### src/otfs_pkg.sv
// package of constants for the output terminal function selector
// Operation
// - code 1: ready, voltage normal, no stop
// - codes 4,5,6: fault, alarm, either
// - code 8: run command input present
// - code 9 zero speed while running, 10 nonzero
// - code 13 accelerating, 14 decelerating
// - codes 16,17: fieldbus or module writes terminal
// - code 19: 0.5s pulse per stage done
// - code 20 pulse, 21 level on completion
// - code 22: 0.5s pulse per cycle done
// - code 24 A leads, 25 A lags
// - code 26: below lower, hold until above upper
// - code 27: above upper, hold until below lower
// - code 28: first variable inside window
// - codes 29-31: same for second variable
// - codes 32-34: same for third variable
// - comparisons use magnitude only
// - code 35: positioning reached target
// - codes 36-38: analog input wire break
// - codes 40-49: counter and timer outputs
// - codes 55-62 mirror digital inputs one-eight
// - code 63 frequency output, third terminal only
`default_nettype none
package otfs_pkg;
  // apb register map
  localparam logic [11:0] OTFS_SEL_OFS  = 12'h000; // code word per terminal
  localparam logic [11:0] OTFS_BUS_OFS  = 12'h004; // fieldbus written bits
  localparam logic [11:0] OTFS_MOD_OFS  = 12'h008; // module written bits
  localparam logic [11:0] OTFS_STAT_OFS = 12'h00c; // terminal states
  localparam logic [11:0] OTFS_STR_OFS  = 12'h010; // hysteresis flag states
  localparam int          OTFS_CODE_W   = 7;       // field width per code
  localparam int          OTFS_CODE_STRIDE = 8;    // field spacing in word
  localparam logic [6:0]  OTFS_CODE_RST = 7'h00;   // reset code: none
  // function codes
  localparam logic [6:0] C_READY = 7'h01, C_FAULT = 7'h04, C_ALARM = 7'h05;
  localparam logic [6:0] C_FLTALM = 7'h06, C_RUNCMD = 7'h08;
  localparam logic [6:0] C_ZERO = 7'h09, C_NZERO = 7'h0a;
  localparam logic [6:0] C_ACC = 7'h0d, C_DEC = 7'h0e;
  localparam logic [6:0] C_BUS = 7'h10, C_MOD = 7'h11;
  localparam logic [6:0] C_STAGE = 7'h13, C_DONEP = 7'h14, C_DONEL = 7'h15;
  localparam logic [6:0] C_CYCLE = 7'h16, C_ALEAD = 7'h18, C_ALAG = 7'h19;
  localparam logic [6:0] C_MON_BASE = 7'h1a; // 26..34, three per variable
  localparam logic [6:0] C_POS = 7'h23, C_BRK_BASE = 7'h24;
  localparam logic [6:0] C_CT_BASE = 7'h28; // 40..49
  localparam logic [6:0] C_DI_BASE = 7'h37; // 55..62
  localparam logic [6:0] C_FREQ = 7'h3f;
  // pulse timing
  localparam int CLK_HZ      = 40_000_000;
  localparam int PULSE_MS    = 500;               // 0.5 s
  localparam int PULSE_CYC   = CLK_HZ / 1000 * PULSE_MS;
endpackage
`default_nettype wire

### src/otfs_sel.sv
// output terminal function selector with apb code registers
`default_nettype none
module otfs_sel
#(
  parameter int N_OUT     = 4,                     // terminals
  parameter int FREQ_IDX  = 2,                     // third terminal
  parameter int MAG_W     = 16,                    // monitored value width
  parameter int PULSE_CYC = otfs_pkg::PULSE_CYC    // 0.5 s in cycles
)
(
  input  wire logic                   i_clk_sys,
  input  wire logic                   i_reset_n,
  input  wire logic                   i_psel,
  input  wire logic                   i_penable,
  input  wire logic                   i_pwrite,
  input  wire logic [11:0]            i_paddr,
  input  wire logic [31:0]            i_pwdata,
  output logic      [31:0]            o_prdata,
  output logic                        o_pready,
  output logic                        o_pslverr,
  input  wire logic                   i_volt_ok,
  input  wire logic                   i_estop,
  input  wire logic                   i_fault,
  input  wire logic                   i_alarm,
  input  wire logic                   i_run_cmd,
  input  wire logic                   i_running,
  input  wire logic                   i_speed_zero,
  input  wire logic                   i_accel,
  input  wire logic                   i_decel,
  input  wire logic                   i_stage_done,
  input  wire logic                   i_seq_done,
  input  wire logic                   i_seq_clear,
  input  wire logic                   i_cycle_done,
  input  wire logic                   i_a_leads,
  input  wire logic                   i_a_lags,
  input  wire logic [3*MAG_W-1:0]     i_mon_val,
  input  wire logic [3*MAG_W-1:0]     i_mon_lo,
  input  wire logic [3*MAG_W-1:0]     i_mon_hi,
  input  wire logic                   i_pos_reached,
  input  wire logic [2:0]             i_wire_break,
  input  wire logic [9:0]             i_ctr_tmr,
  input  wire logic [7:0]             i_din,
  input  wire logic                   i_freq_wave,
  output logic      [N_OUT-1:0]       o_term
);
  import otfs_pkg::*;

  ////////////////////////////////////////////////////////////////////////
  // apb slave: zero wait, unmapped reads zero with slverr
  logic [N_OUT*7-1:0] code_q;     // per terminal function code
  logic [N_OUT-1:0]   bus_q;      // fieldbus written states
  logic [N_OUT-1:0]   mod_q;      // module written states
  logic [5:0]         hyst_q;     // low/high latches per variable
  wire  wr_en   = i_psel && i_penable && i_pwrite;
  wire  sel_hit = i_paddr == OTFS_SEL_OFS;
  wire  bus_hit = i_paddr == OTFS_BUS_OFS;
  wire  mod_hit = i_paddr == OTFS_MOD_OFS;
  wire  sta_hit = i_paddr == OTFS_STAT_OFS;
  wire  str_hit = i_paddr == OTFS_STR_OFS;
  wire  any_hit = sel_hit || bus_hit || mod_hit || sta_hit || str_hit;
  wire  [31:0] sel_word;          // packed code view
  assign o_pready  = 1'b1;
  assign o_pslverr = i_psel && i_penable && !any_hit;

  // read mux as if/else chain
  always_comb
  begin
    o_prdata = 32'h0;
    if (sel_hit)
      o_prdata = sel_word;
    else if (bus_hit)
      o_prdata[N_OUT-1:0] = bus_q;
    else if (mod_hit)
      o_prdata[N_OUT-1:0] = mod_q;
    else if (sta_hit)
      o_prdata[N_OUT-1:0] = o_term;
    else if (str_hit)
      o_prdata[5:0] = hyst_q;
  end

  // fieldbus and module write their own words
  always_ff @(posedge i_clk_sys or negedge i_reset_n)
  begin
    if (!i_reset_n)
    begin
      bus_q <= '0;
      mod_q <= '0;
    end
    else if (wr_en && bus_hit)
      bus_q <= i_pwdata[N_OUT-1:0];
    else if (wr_en && mod_hit)
      mod_q <= i_pwdata[N_OUT-1:0];
  end

  ////////////////////////////////////////////////////////////////////////
  // pulse stretchers: 0.5 s after each completion event
  localparam int PW = $clog2(PULSE_CYC + 1);
  logic [PW-1:0] pcnt_q [3];      // stage, sequence, cycle
  logic [2:0]    pev;             // triggering events
  logic [2:0]    pon;             // pulses active
  logic          done_lvl_q;      // continuous completion level
  assign pev = {i_cycle_done, i_seq_done, i_stage_done};

  ////////////////////////////////////////////////////////////////////////
  // magnitude windows with hysteresis
  logic [2:0] in_win;             // inside window
  genvar g;
  generate
    for (g = 0; g < 3; g++)
    begin : g_pulse
      assign pon[g] = pcnt_q[g] != '0;
      // each new event restarts the full width
      always_ff @(posedge i_clk_sys or negedge i_reset_n)
      begin
        if (!i_reset_n)
          pcnt_q[g] <= '0;
        else if (pev[g])
          pcnt_q[g] <= PW'(PULSE_CYC);
        else if (pon[g])
          pcnt_q[g] <= pcnt_q[g] - 1'b1;
      end
    end
    for (g = 0; g < 3; g++)
    begin : g_mon
      // sign ignored: values compare as unsigned magnitudes
      wire [MAG_W-1:0] v  = i_mon_val[g*MAG_W +: MAG_W];
      wire [MAG_W-1:0] lo = i_mon_lo[g*MAG_W +: MAG_W];
      wire [MAG_W-1:0] hi = i_mon_hi[g*MAG_W +: MAG_W];
      assign in_win[g] = (v >= lo) && (v <= hi);
      // low latch set below lower, cleared above upper
      always_ff @(posedge i_clk_sys or negedge i_reset_n)
      begin
        if (!i_reset_n)
          hyst_q[2*g+1:2*g] <= 2'b00;
        else
        begin
          if (v < lo)
            hyst_q[2*g] <= 1'b1;
          else if (v > hi)
            hyst_q[2*g] <= 1'b0;
          if (v > hi)
            hyst_q[2*g+1] <= 1'b1;
          else if (v < lo)
            hyst_q[2*g+1] <= 1'b0;
        end
      end
    end
  endgenerate

  // completion level holds until the sequence restarts
  always_ff @(posedge i_clk_sys or negedge i_reset_n)
  begin
    if (!i_reset_n)
      done_lvl_q <= 1'b0;
    else if (i_seq_done)
      done_lvl_q <= 1'b1;
    else if (i_seq_clear)
      done_lvl_q <= 1'b0;
  end

  ////////////////////////////////////////////////////////////////////////
  // per terminal code register and source selection
  logic [N_OUT-1:0] term_d;       // selected level
  generate
    for (g = 0; g < N_OUT; g++)
    begin : g_term
      wire [6:0] c = code_q[g*7 +: 7];
      wire [6:0] mo = c - C_MON_BASE;
      wire [6:0] ct = c - C_CT_BASE;
      wire [6:0] di = c - C_DI_BASE;
      wire [6:0] br = c - C_BRK_BASE;
      wire is_mon = c >= C_MON_BASE && c < C_MON_BASE + 7'd9;
      wire [1:0] mv = mo < 7'd3 ? 2'd0 : (mo < 7'd6 ? 2'd1 : 2'd2);
      wire [1:0] mk = 2'(mo - 7'(mv) * 7'd3);
      wire mon_o = mk == 2'd0 ? hyst_q[2*mv] :
                   (mk == 2'd1 ? hyst_q[2*mv+1] : in_win[mv]);
      // code write from the packed word
      assign sel_word[g*OTFS_CODE_STRIDE +: OTFS_CODE_STRIDE] = {1'b0, c};
      always_ff @(posedge i_clk_sys or negedge i_reset_n)
      begin
        if (!i_reset_n)
          code_q[g*7 +: 7] <= OTFS_CODE_RST;
        else if (wr_en && sel_hit)
          code_q[g*7 +: 7] <= i_pwdata[g*OTFS_CODE_STRIDE +: 7];
      end
      // source mux: anything unlisted is inactive
      always_comb
      begin
        term_d[g] = 1'b0;
        if (c == C_READY)
          term_d[g] = i_volt_ok && !i_estop;
        else if (c == C_FAULT)
          term_d[g] = i_fault;
        else if (c == C_ALARM)
          term_d[g] = i_alarm;
        else if (c == C_FLTALM)
          term_d[g] = i_fault || i_alarm;
        else if (c == C_RUNCMD)
          term_d[g] = i_run_cmd;
        else if (c == C_ZERO)
          term_d[g] = i_running && i_speed_zero;
        else if (c == C_NZERO)
          term_d[g] = !i_speed_zero;
        else if (c == C_ACC)
          term_d[g] = i_accel;
        else if (c == C_DEC)
          term_d[g] = i_decel;
        else if (c == C_BUS)
          term_d[g] = bus_q[g];
        else if (c == C_MOD)
          term_d[g] = mod_q[g];
        else if (c == C_STAGE)
          term_d[g] = pon[0];
        else if (c == C_DONEP)
          term_d[g] = pon[1];
        else if (c == C_DONEL)
          term_d[g] = done_lvl_q;
        else if (c == C_CYCLE)
          term_d[g] = pon[2];
        else if (c == C_ALEAD)
          term_d[g] = i_a_leads;
        else if (c == C_ALAG)
          term_d[g] = i_a_lags;
        else if (is_mon)
          term_d[g] = mon_o;
        else if (c == C_POS)
          term_d[g] = i_pos_reached;
        else if (br < 7'd3)
          term_d[g] = i_wire_break[br[1:0]];
        else if (ct < 7'd10)
          term_d[g] = i_ctr_tmr[ct[3:0]];
        else if (di < 7'd8)
          term_d[g] = i_din[di[2:0]];
        else if (c == C_FREQ && g == FREQ_IDX)
          term_d[g] = i_freq_wave;
      end
    end
    for (g = N_OUT; g < 4; g++)
    begin : g_pad
      assign sel_word[g*8 +: 8] = 8'h00;
    end
  endgenerate

  // terminals registered
  always_ff @(posedge i_clk_sys or negedge i_reset_n)
  begin
    if (!i_reset_n)
      o_term <= '0;
    else
      o_term <= term_d;
  end

  ////////////////////////////////////////////////////////////////////////
  // checks
  // terminal zero is watched for routing, and the third terminal for the
  // frequency code: lanes share one mux body except its frequency branch
  wire [6:0]       chk_code0 = code_q[6:0];          // terminal zero code
  wire [MAG_W-1:0] chk_v0    = i_mon_val[MAG_W-1:0]; // variable zero
  wire [MAG_W-1:0] chk_lo0   = i_mon_lo[MAG_W-1:0];  // its lower limit
  wire [MAG_W-1:0] chk_hi0   = i_mon_hi[MAG_W-1:0];  // its upper limit

  // steady fault code passes the trip flag one cycle on
  a_fault_route: assert property (@(posedge i_clk_sys)
    disable iff (!i_reset_n)
    chk_code0 == C_FAULT && $stable(chk_code0)
    |=> o_term[0] == $past(i_fault))
    else $error("fault route");
  // ready needs good supply and no stop request
  a_ready_route: assert property (@(posedge i_clk_sys)
    disable iff (!i_reset_n)
    chk_code0 == C_READY && $stable(chk_code0)
    |=> o_term[0] == $past(i_volt_ok && !i_estop))
    else $error("ready route");
  // run command level follows the command, not the motion
  a_runcmd_route: assert property (@(posedge i_clk_sys)
    disable iff (!i_reset_n)
    chk_code0 == C_RUNCMD && $stable(chk_code0)
    |=> o_term[0] == $past(i_run_cmd))
    else $error("run command route");
  // nonzero speed code is the inverse of the zero flag
  a_speed_route: assert property (@(posedge i_clk_sys)
    disable iff (!i_reset_n)
    chk_code0 == C_NZERO && $stable(chk_code0)
    |=> o_term[0] == $past(!i_speed_zero))
    else $error("speed route");
  // a reserved code keeps the terminal off
  a_undef_idle: assert property (@(posedge i_clk_sys)
    disable iff (!i_reset_n)
    chk_code0 == 7'h27 && $stable(chk_code0)
    |=> !o_term[0])
    else $error("reserved code drives");
  // a stage event keeps its pulse up for at least eight cycles
  a_pulse_start: assert property (@(posedge i_clk_sys)
    disable iff (!i_reset_n)
    i_stage_done
    |=> pon[0] [*8])
    else $error("stage pulse short");
  // a cycle event reloads the full pulse width
  a_pulse_load: assert property (@(posedge i_clk_sys)
    disable iff (!i_reset_n)
    i_cycle_done
    |=> pcnt_q[2] == PW'(PULSE_CYC))
    else $error("cycle pulse width");
  // completion level only drops on an explicit clear
  a_level_hold: assert property (@(posedge i_clk_sys)
    disable iff (!i_reset_n)
    done_lvl_q && !i_seq_clear
    |=> done_lvl_q)
    else $error("completion level dropped");
  // falling below the lower limit sets the low latch
  a_low_set: assert property (@(posedge i_clk_sys)
    disable iff (!i_reset_n)
    chk_v0 < chk_lo0
    |=> hyst_q[0])
    else $error("low latch not set");
  // low latch survives until the upper limit is passed
  a_low_hold: assert property (@(posedge i_clk_sys)
    disable iff (!i_reset_n)
    hyst_q[0] && !(chk_v0 > chk_hi0)
    |=> hyst_q[0])
    else $error("low latch dropped");
  // passing the upper limit sets the high latch
  a_high_set: assert property (@(posedge i_clk_sys)
    disable iff (!i_reset_n)
    chk_v0 > chk_hi0
    |=> hyst_q[1])
    else $error("high latch not set");
  // window code is high only with the limits included
  a_win_route: assert property (@(posedge i_clk_sys)
    disable iff (!i_reset_n)
    chk_code0 == C_MON_BASE + 7'd2 && $stable(chk_code0)
    |=> o_term[0] == $past(chk_v0 >= chk_lo0 && chk_v0 <= chk_hi0))
    else $error("window route");
  // first analog wire break reaches the terminal
  a_break_route: assert property (@(posedge i_clk_sys)
    disable iff (!i_reset_n)
    chk_code0 == C_BRK_BASE && $stable(chk_code0)
    |=> o_term[0] == $past(i_wire_break[0]))
    else $error("wire break route");
  // first counter output reaches the terminal
  a_ctr_route: assert property (@(posedge i_clk_sys)
    disable iff (!i_reset_n)
    chk_code0 == C_CT_BASE && $stable(chk_code0)
    |=> o_term[0] == $past(i_ctr_tmr[0]))
    else $error("counter route");
  // first digital input is mirrored
  a_din_route: assert property (@(posedge i_clk_sys)
    disable iff (!i_reset_n)
    chk_code0 == C_DI_BASE && $stable(chk_code0)
    |=> o_term[0] == $past(i_din[0]))
    else $error("input mirror route");
  // frequency code is refused away from the third terminal
  a_freq_only3: assert property (@(posedge i_clk_sys)
    disable iff (!i_reset_n)
    chk_code0 == C_FREQ && $stable(chk_code0)
    |=> !o_term[0])
    else $error("freq on wrong pin");
  // frequency code on the third terminal passes the wave
  a_freq_route: assert property (@(posedge i_clk_sys)
    disable iff (!i_reset_n)
    code_q[FREQ_IDX*7 +: 7] == C_FREQ && $stable(code_q[FREQ_IDX*7 +: 7])
    |=> o_term[FREQ_IDX] == $past(i_freq_wave))
    else $error("freq route");
  // fieldbus word lands on the access edge
  a_bus_write: assert property (@(posedge i_clk_sys)
    disable iff (!i_reset_n)
    wr_en && bus_hit
    |=> bus_q == $past(i_pwdata[N_OUT-1:0]))
    else $error("bus write lost");
  // module word lands on the access edge
  a_mod_write: assert property (@(posedge i_clk_sys)
    disable iff (!i_reset_n)
    wr_en && mod_hit
    |=> mod_q == $past(i_pwdata[N_OUT-1:0]))
    else $error("module write lost");
  // main scenarios worth seeing at least once
  c_fault: cover property (@(posedge i_clk_sys) o_term[0] && i_fault);
  c_pulse: cover property (@(posedge i_clk_sys) pon[1]);
  c_win: cover property (@(posedge i_clk_sys) in_win[0] && hyst_q[0]);
  c_freq: cover property (@(posedge i_clk_sys) o_term[FREQ_IDX] &&
    code_q[FREQ_IDX*7 +: 7] == C_FREQ);
  c_level: cover property (@(posedge i_clk_sys) done_lvl_q && o_term[0]);
endmodule
`default_nettype wire

### config.mk
export PLATFORM = sky130hd
export DESIGN_NAME = otfs_sel
export DESIGN_NICKNAME = d
export VERILOG_FILES = /design/src/otfs_pkg.sv /design/src/otfs_sel.sv
export SDC_FILE = /design/constraint.sdc
export NUM_CORES = 1
export LEC_CHECK = 0
export BUFFER_PORTS_ARGS = -buffer_cell sky130_fd_sc_hd__buf_2
export CAP_MARGIN = 10
export CORE_MARGIN = 4
export CORE_UTILIZATION = 62
export DETAILED_ROUTE_END_ITERATION = 12
export MAX_ROUTING_LAYER = met4
export PLACE_DENSITY = 0.95
export SLEW_MARGIN = 15
export SYNTH_ARGS = -nofsm -noshare
export SYNTH_HDL_FRONTEND = slang
export SYNTH_SLANG_ARGS = --single-unit
### constraint.sdc
create_clock -name i_clk_sys -period 10.21 [get_ports i_clk_sys]
set_input_delay 0.5105 -clock i_clk_sys [delete_from_list [all_inputs] [get_ports i_clk_sys]]
set_output_delay 0.5105 -clock i_clk_sys [all_outputs]
set_load 0.05 [all_outputs]
==> flow_metrics.py <==
metrics = {
    "pwr": {
        "power.internal_w": 0.001024,
        "swShare": 0.3179,
        "powerDensity_mw_per_mm2": 98.46,
        "switching_power_w": 0.0004773,
        "vdd_ir_drop_max_v": 0.00009386,
        "p_clk_frac": 0.419,
        "seqPwrFrac": 0.370,
        "pwr-share-comb": 0.211,
        "power_leakage_nw": 7.229,
    },
    "floorplanning": {
        "placementRows": 53,
        "die_w_um": 154.2,
        "die_area_mm2": 0.02378,
        "start_util": 0.6306,
        "io_pins": 269,
        "core_area_mm2": 0.02102,
        "die_h_um": 154.2,
    },
    "final_layout": {
        "area_delta_synth_final_pct": 15.05,
        "fin_util": 0.7254,
        "nets": 2231,
        "final_cell_area_mm2": 0.01525,
        "drive_gt1_frac": 0.2057,
        "fillers": 1535,
    },
    "grt": {
        "grt_overflow": 0,
        "grt_pass1_wl_um": 63520,
        "grt_pass1_vias": 13260,
        "track_usage": 0.3332,
        "grt_max_degree": 83,
        "grt_antenna_before_repair": 7,
    },
    "logic_synthesis": {
        "synth.cell_area_mm2": 0.01326,
        "syn_area_per_cell_um2": 8.254,
        "synth_top_flop_cell": "dfrtp_1",
        "yosys.area.top_type": "dfrtp_1",
        "synthTopCellsByCount": "ha_1 (175), inv_1 (148), nor2_1 (143)",
        "ys_seq_elements": 122,
        "synth_edf_count": 0,
        "netlist-cell-type-count": 86,
        "ys_seq_area_frac": 0.2303,
        "yosysTopAreaCellShare": 0.2303,
        "yosys-top-cells-area": "dfrtp_1 (23%), ha_1 (17%), inv_1 (4.2%), nor2_1 (4.0%), o21ai_0 (3.4%)",
        "yosys_warnings": 0,
        "async_flop_share": 1.000,
        "synth_cells": 1606,
        "yosysMostFrequentCell": "ha_1",
    },
    "route": {
        "firstDrtPassIters": 6,
        "drt_iter0_markers": 1314,
        "ant_nets": 0,
        "wl_per_cell_um": 19.00,
        "routed_wirelength_um": 40300,
        "vias": 13490,
        "drc": 0,
        "viasPerCell": 6.358,
    },
    "worst_setup_path": {
        "reg2reg_depth": 16,
        "r2r_slack_ps": 5280,
        "criticalPathCategory": "reg2reg",
        "cp_max_fo": 11,
        "critPathRequiredTime_ps": 10530,
        "reg2reg_from": "chk_code0[2]$_DFFE_PN0P_",
        "crit_path_max_incr_delay_ps": 570,
        "path_cells": "inv_1 -> ha_1 -> a21o_1 -> nor4b_1 -> o31a_1 -> nand2_1 -> inv_1 -> ha_1 -> ha_1 -> xnor2_1 -> mux4_2 -> o2bb2ai_1 -> a211oi_1 -> o31ai_1 -> or3_1 -> a32o_1",
        "cp-start-kind": "flip-flop",
        "slowest_stage": "dfrtp_1",
        "worst_ep_arrival_time_ps": 5250,
        "timing.rr.end": "o_term[0]$_DFF_PN0_",
        "worst_path_most_repeated_cell": "ha_1",
        "worstSetupEndpointType": "flip-flop",
        "crit_start": "chk_code0[2]$_DFFE_PN0P_",
    },
    "placement": {
        "port-buffer-count": 259,
        "dp_slack_ps": 5371,
        "hpwl_um": 31210,
        "gp_congestion": 0.9631,
        "place_area_mm2": 0.01462,
    },
    "clocking": {
        "clkLatencyLatePin_ps": 440,
        "cts_max_level": 4,
        "path_clk_slew_ps": 60,
        "cts_root_buf": "clkbuf_16",
        "cts_buffers": 17,
        "ctsResizeCount": 0,
        "cts_setup_buffers": 0,
        "holdBufCountCts": 0,
        "clk_path_buf_depth": 2,
        "cts.sinks": 122,
        "cts_tree": "done",
    },
    "sta": {
        "max-slew-margin-rel": 0.3207,
        "drv_slew": 0,
        "setup_viol": 0,
        "worstMarginPinSlew_ps": 1019,
        "max_freq_mhz": 202.8,
        "hold_viol": 0,
        "clock_skew_ps": 19.80,
        "period_needed_ps": 4930,
        "rsz0062_at_grt": "no",
        "fin_crit_sh": 0.4828,
        "tns_ps": 0,
        "fin_ws_ps": 5280,
    },
    "job": {
        "drv_cap": 0,
    },
    "run_status": {
        "outcome": "completed",
    },
    "hold_path": {
        "hp-class": "in2async",
    },
}
==> worst max-delay path, delay by kind of cell, from the launching register on <==
family	cells	cell delay, ps
AO/OA/AOI/OAI	6	1260
XOR/XNOR	1	280
adder cells (fa/ha/maj)	3	960
buffers and inverters	2	390
flip-flops	1	570
multiplexers	1	550
AND/OR/NAND/NOR	3	810
==> how the worst max path moves through the flow <==
stage	end	slack [ps]
2_1_floorplan	o_term[0]$_DFF_PN0_	6090
3_3_place_gp	o_term[0]$_DFF_PN0_	5520
3_5_place_dp	o_term[0]$_DFF_PN0_	5370
4_1_cts	o_term[0]$_DFF_PN0_	5330
5_1_grt	o_term[0]$_DFF_PN0_	4910
6_report	o_term[0]$_DFF_PN0_	5280
==> area by class of cell <==
class                           instances  area, um^2  area share
Sequential cell                       122        3053      0.2002
Tap cell                              275       344.1     0.02256
Inverter                              148       555.5     0.03643
Multi-Input combinational cell       1274        9349      0.6131
Clock buffer                           17       425.4     0.02790
Clock inverter                         15       181.4     0.01190
Antenna cell                            8       20.02    0.001313
Timing Repair Buffer                  262        1321     0.08664
==> power by group through the flow <==
stage,logic [W],registers [W],clock network [W]
3_5_place_dp,0.000310,0.000562,0
2_1_floorplan,0.000200,0.000548,0
6_report,0.000316,0.000556,0.000629
4_1_cts,0.000313,0.000554,0.000633
3_3_place_gp,0.000293,0.000560,0
5_1_grt,0.000353,0.000559,0.000656
==> routing by layer <==
metal / GRT usage / part of all wire / vias to the layer above
met5: - / 0 / -
met3: 0.05932 / 0.076 / 210
met4: 0.1997 / 0.062 / 0
met1: 0.3740 / 0.37 / 6281
met2: 0.5553 / 0.49 / 766
li1: - / - / 6228
==> metrics by stage <==
step / std cells / hold slack [ps] / total power [W]
CTS: 2113 / 84.71 / 0.001501
global placement: 2081 / 477.0 / 0.0008537
global route: 2120 / 116.2 / 0.001568
floorplan: 1609 / 214.9 / 0.0007479
detailed placement: 2081 / 483.9 / 0.0008719
finish: 2121 / 71.24 / 0.001501
==> cells in the final DEF (no fill, tap or decap), drive strengths merged, types with 8 or more instances in the layout <==
cell    synthesis  layout
buf            12     262
ha            175     175
inv           148     156
nor2          143     143
dfrtp         122     122
nand2         115     115
o21ai          92      92
a21oi          89      89
xnor2          51      51
nor3           43      43
nand3          41      41
mux2           38      38
nand2b         34      34
nor4           31      31
nand4          29      29
mux2i          27      27
nor2b          26      26
xor2           26      26
a21o           19      19
mux4           18      18
a31oi          17      17
clkbuf         52      17
a211oi         15      15
or3            15      15
and2           12      12
a21boi         12      12
o22ai          12      12
o21bai         12      12
or4            12      12
nor3b          11      11
and3           10      10
o31ai           9       9
diode           0       8
==> sequential cells by signal (all words and copies together), names as in the netlist <==
register    cells
bus_q           4
chk_code0       7
done_lvl_q      1
g_term.c       21
hyst_q          6
mod_q           4
o_term          4
pcnt_q         75
==> cell families after synthesis <==
kind of cell,after synthesis,synth area share
other,2,0.0005666
multiplexers,83,0.08325
AND/OR/NAND/NOR,569,0.2239
flip-flops,122,0.2303
AO/OA/AOI/OAI,365,0.1802
buffers and inverters,213,0.06570
adder cells (fa/ha/maj),175,0.1652
XOR/XNOR,77,0.05088
No activity file was read; power rests on OpenSTA's default activity.
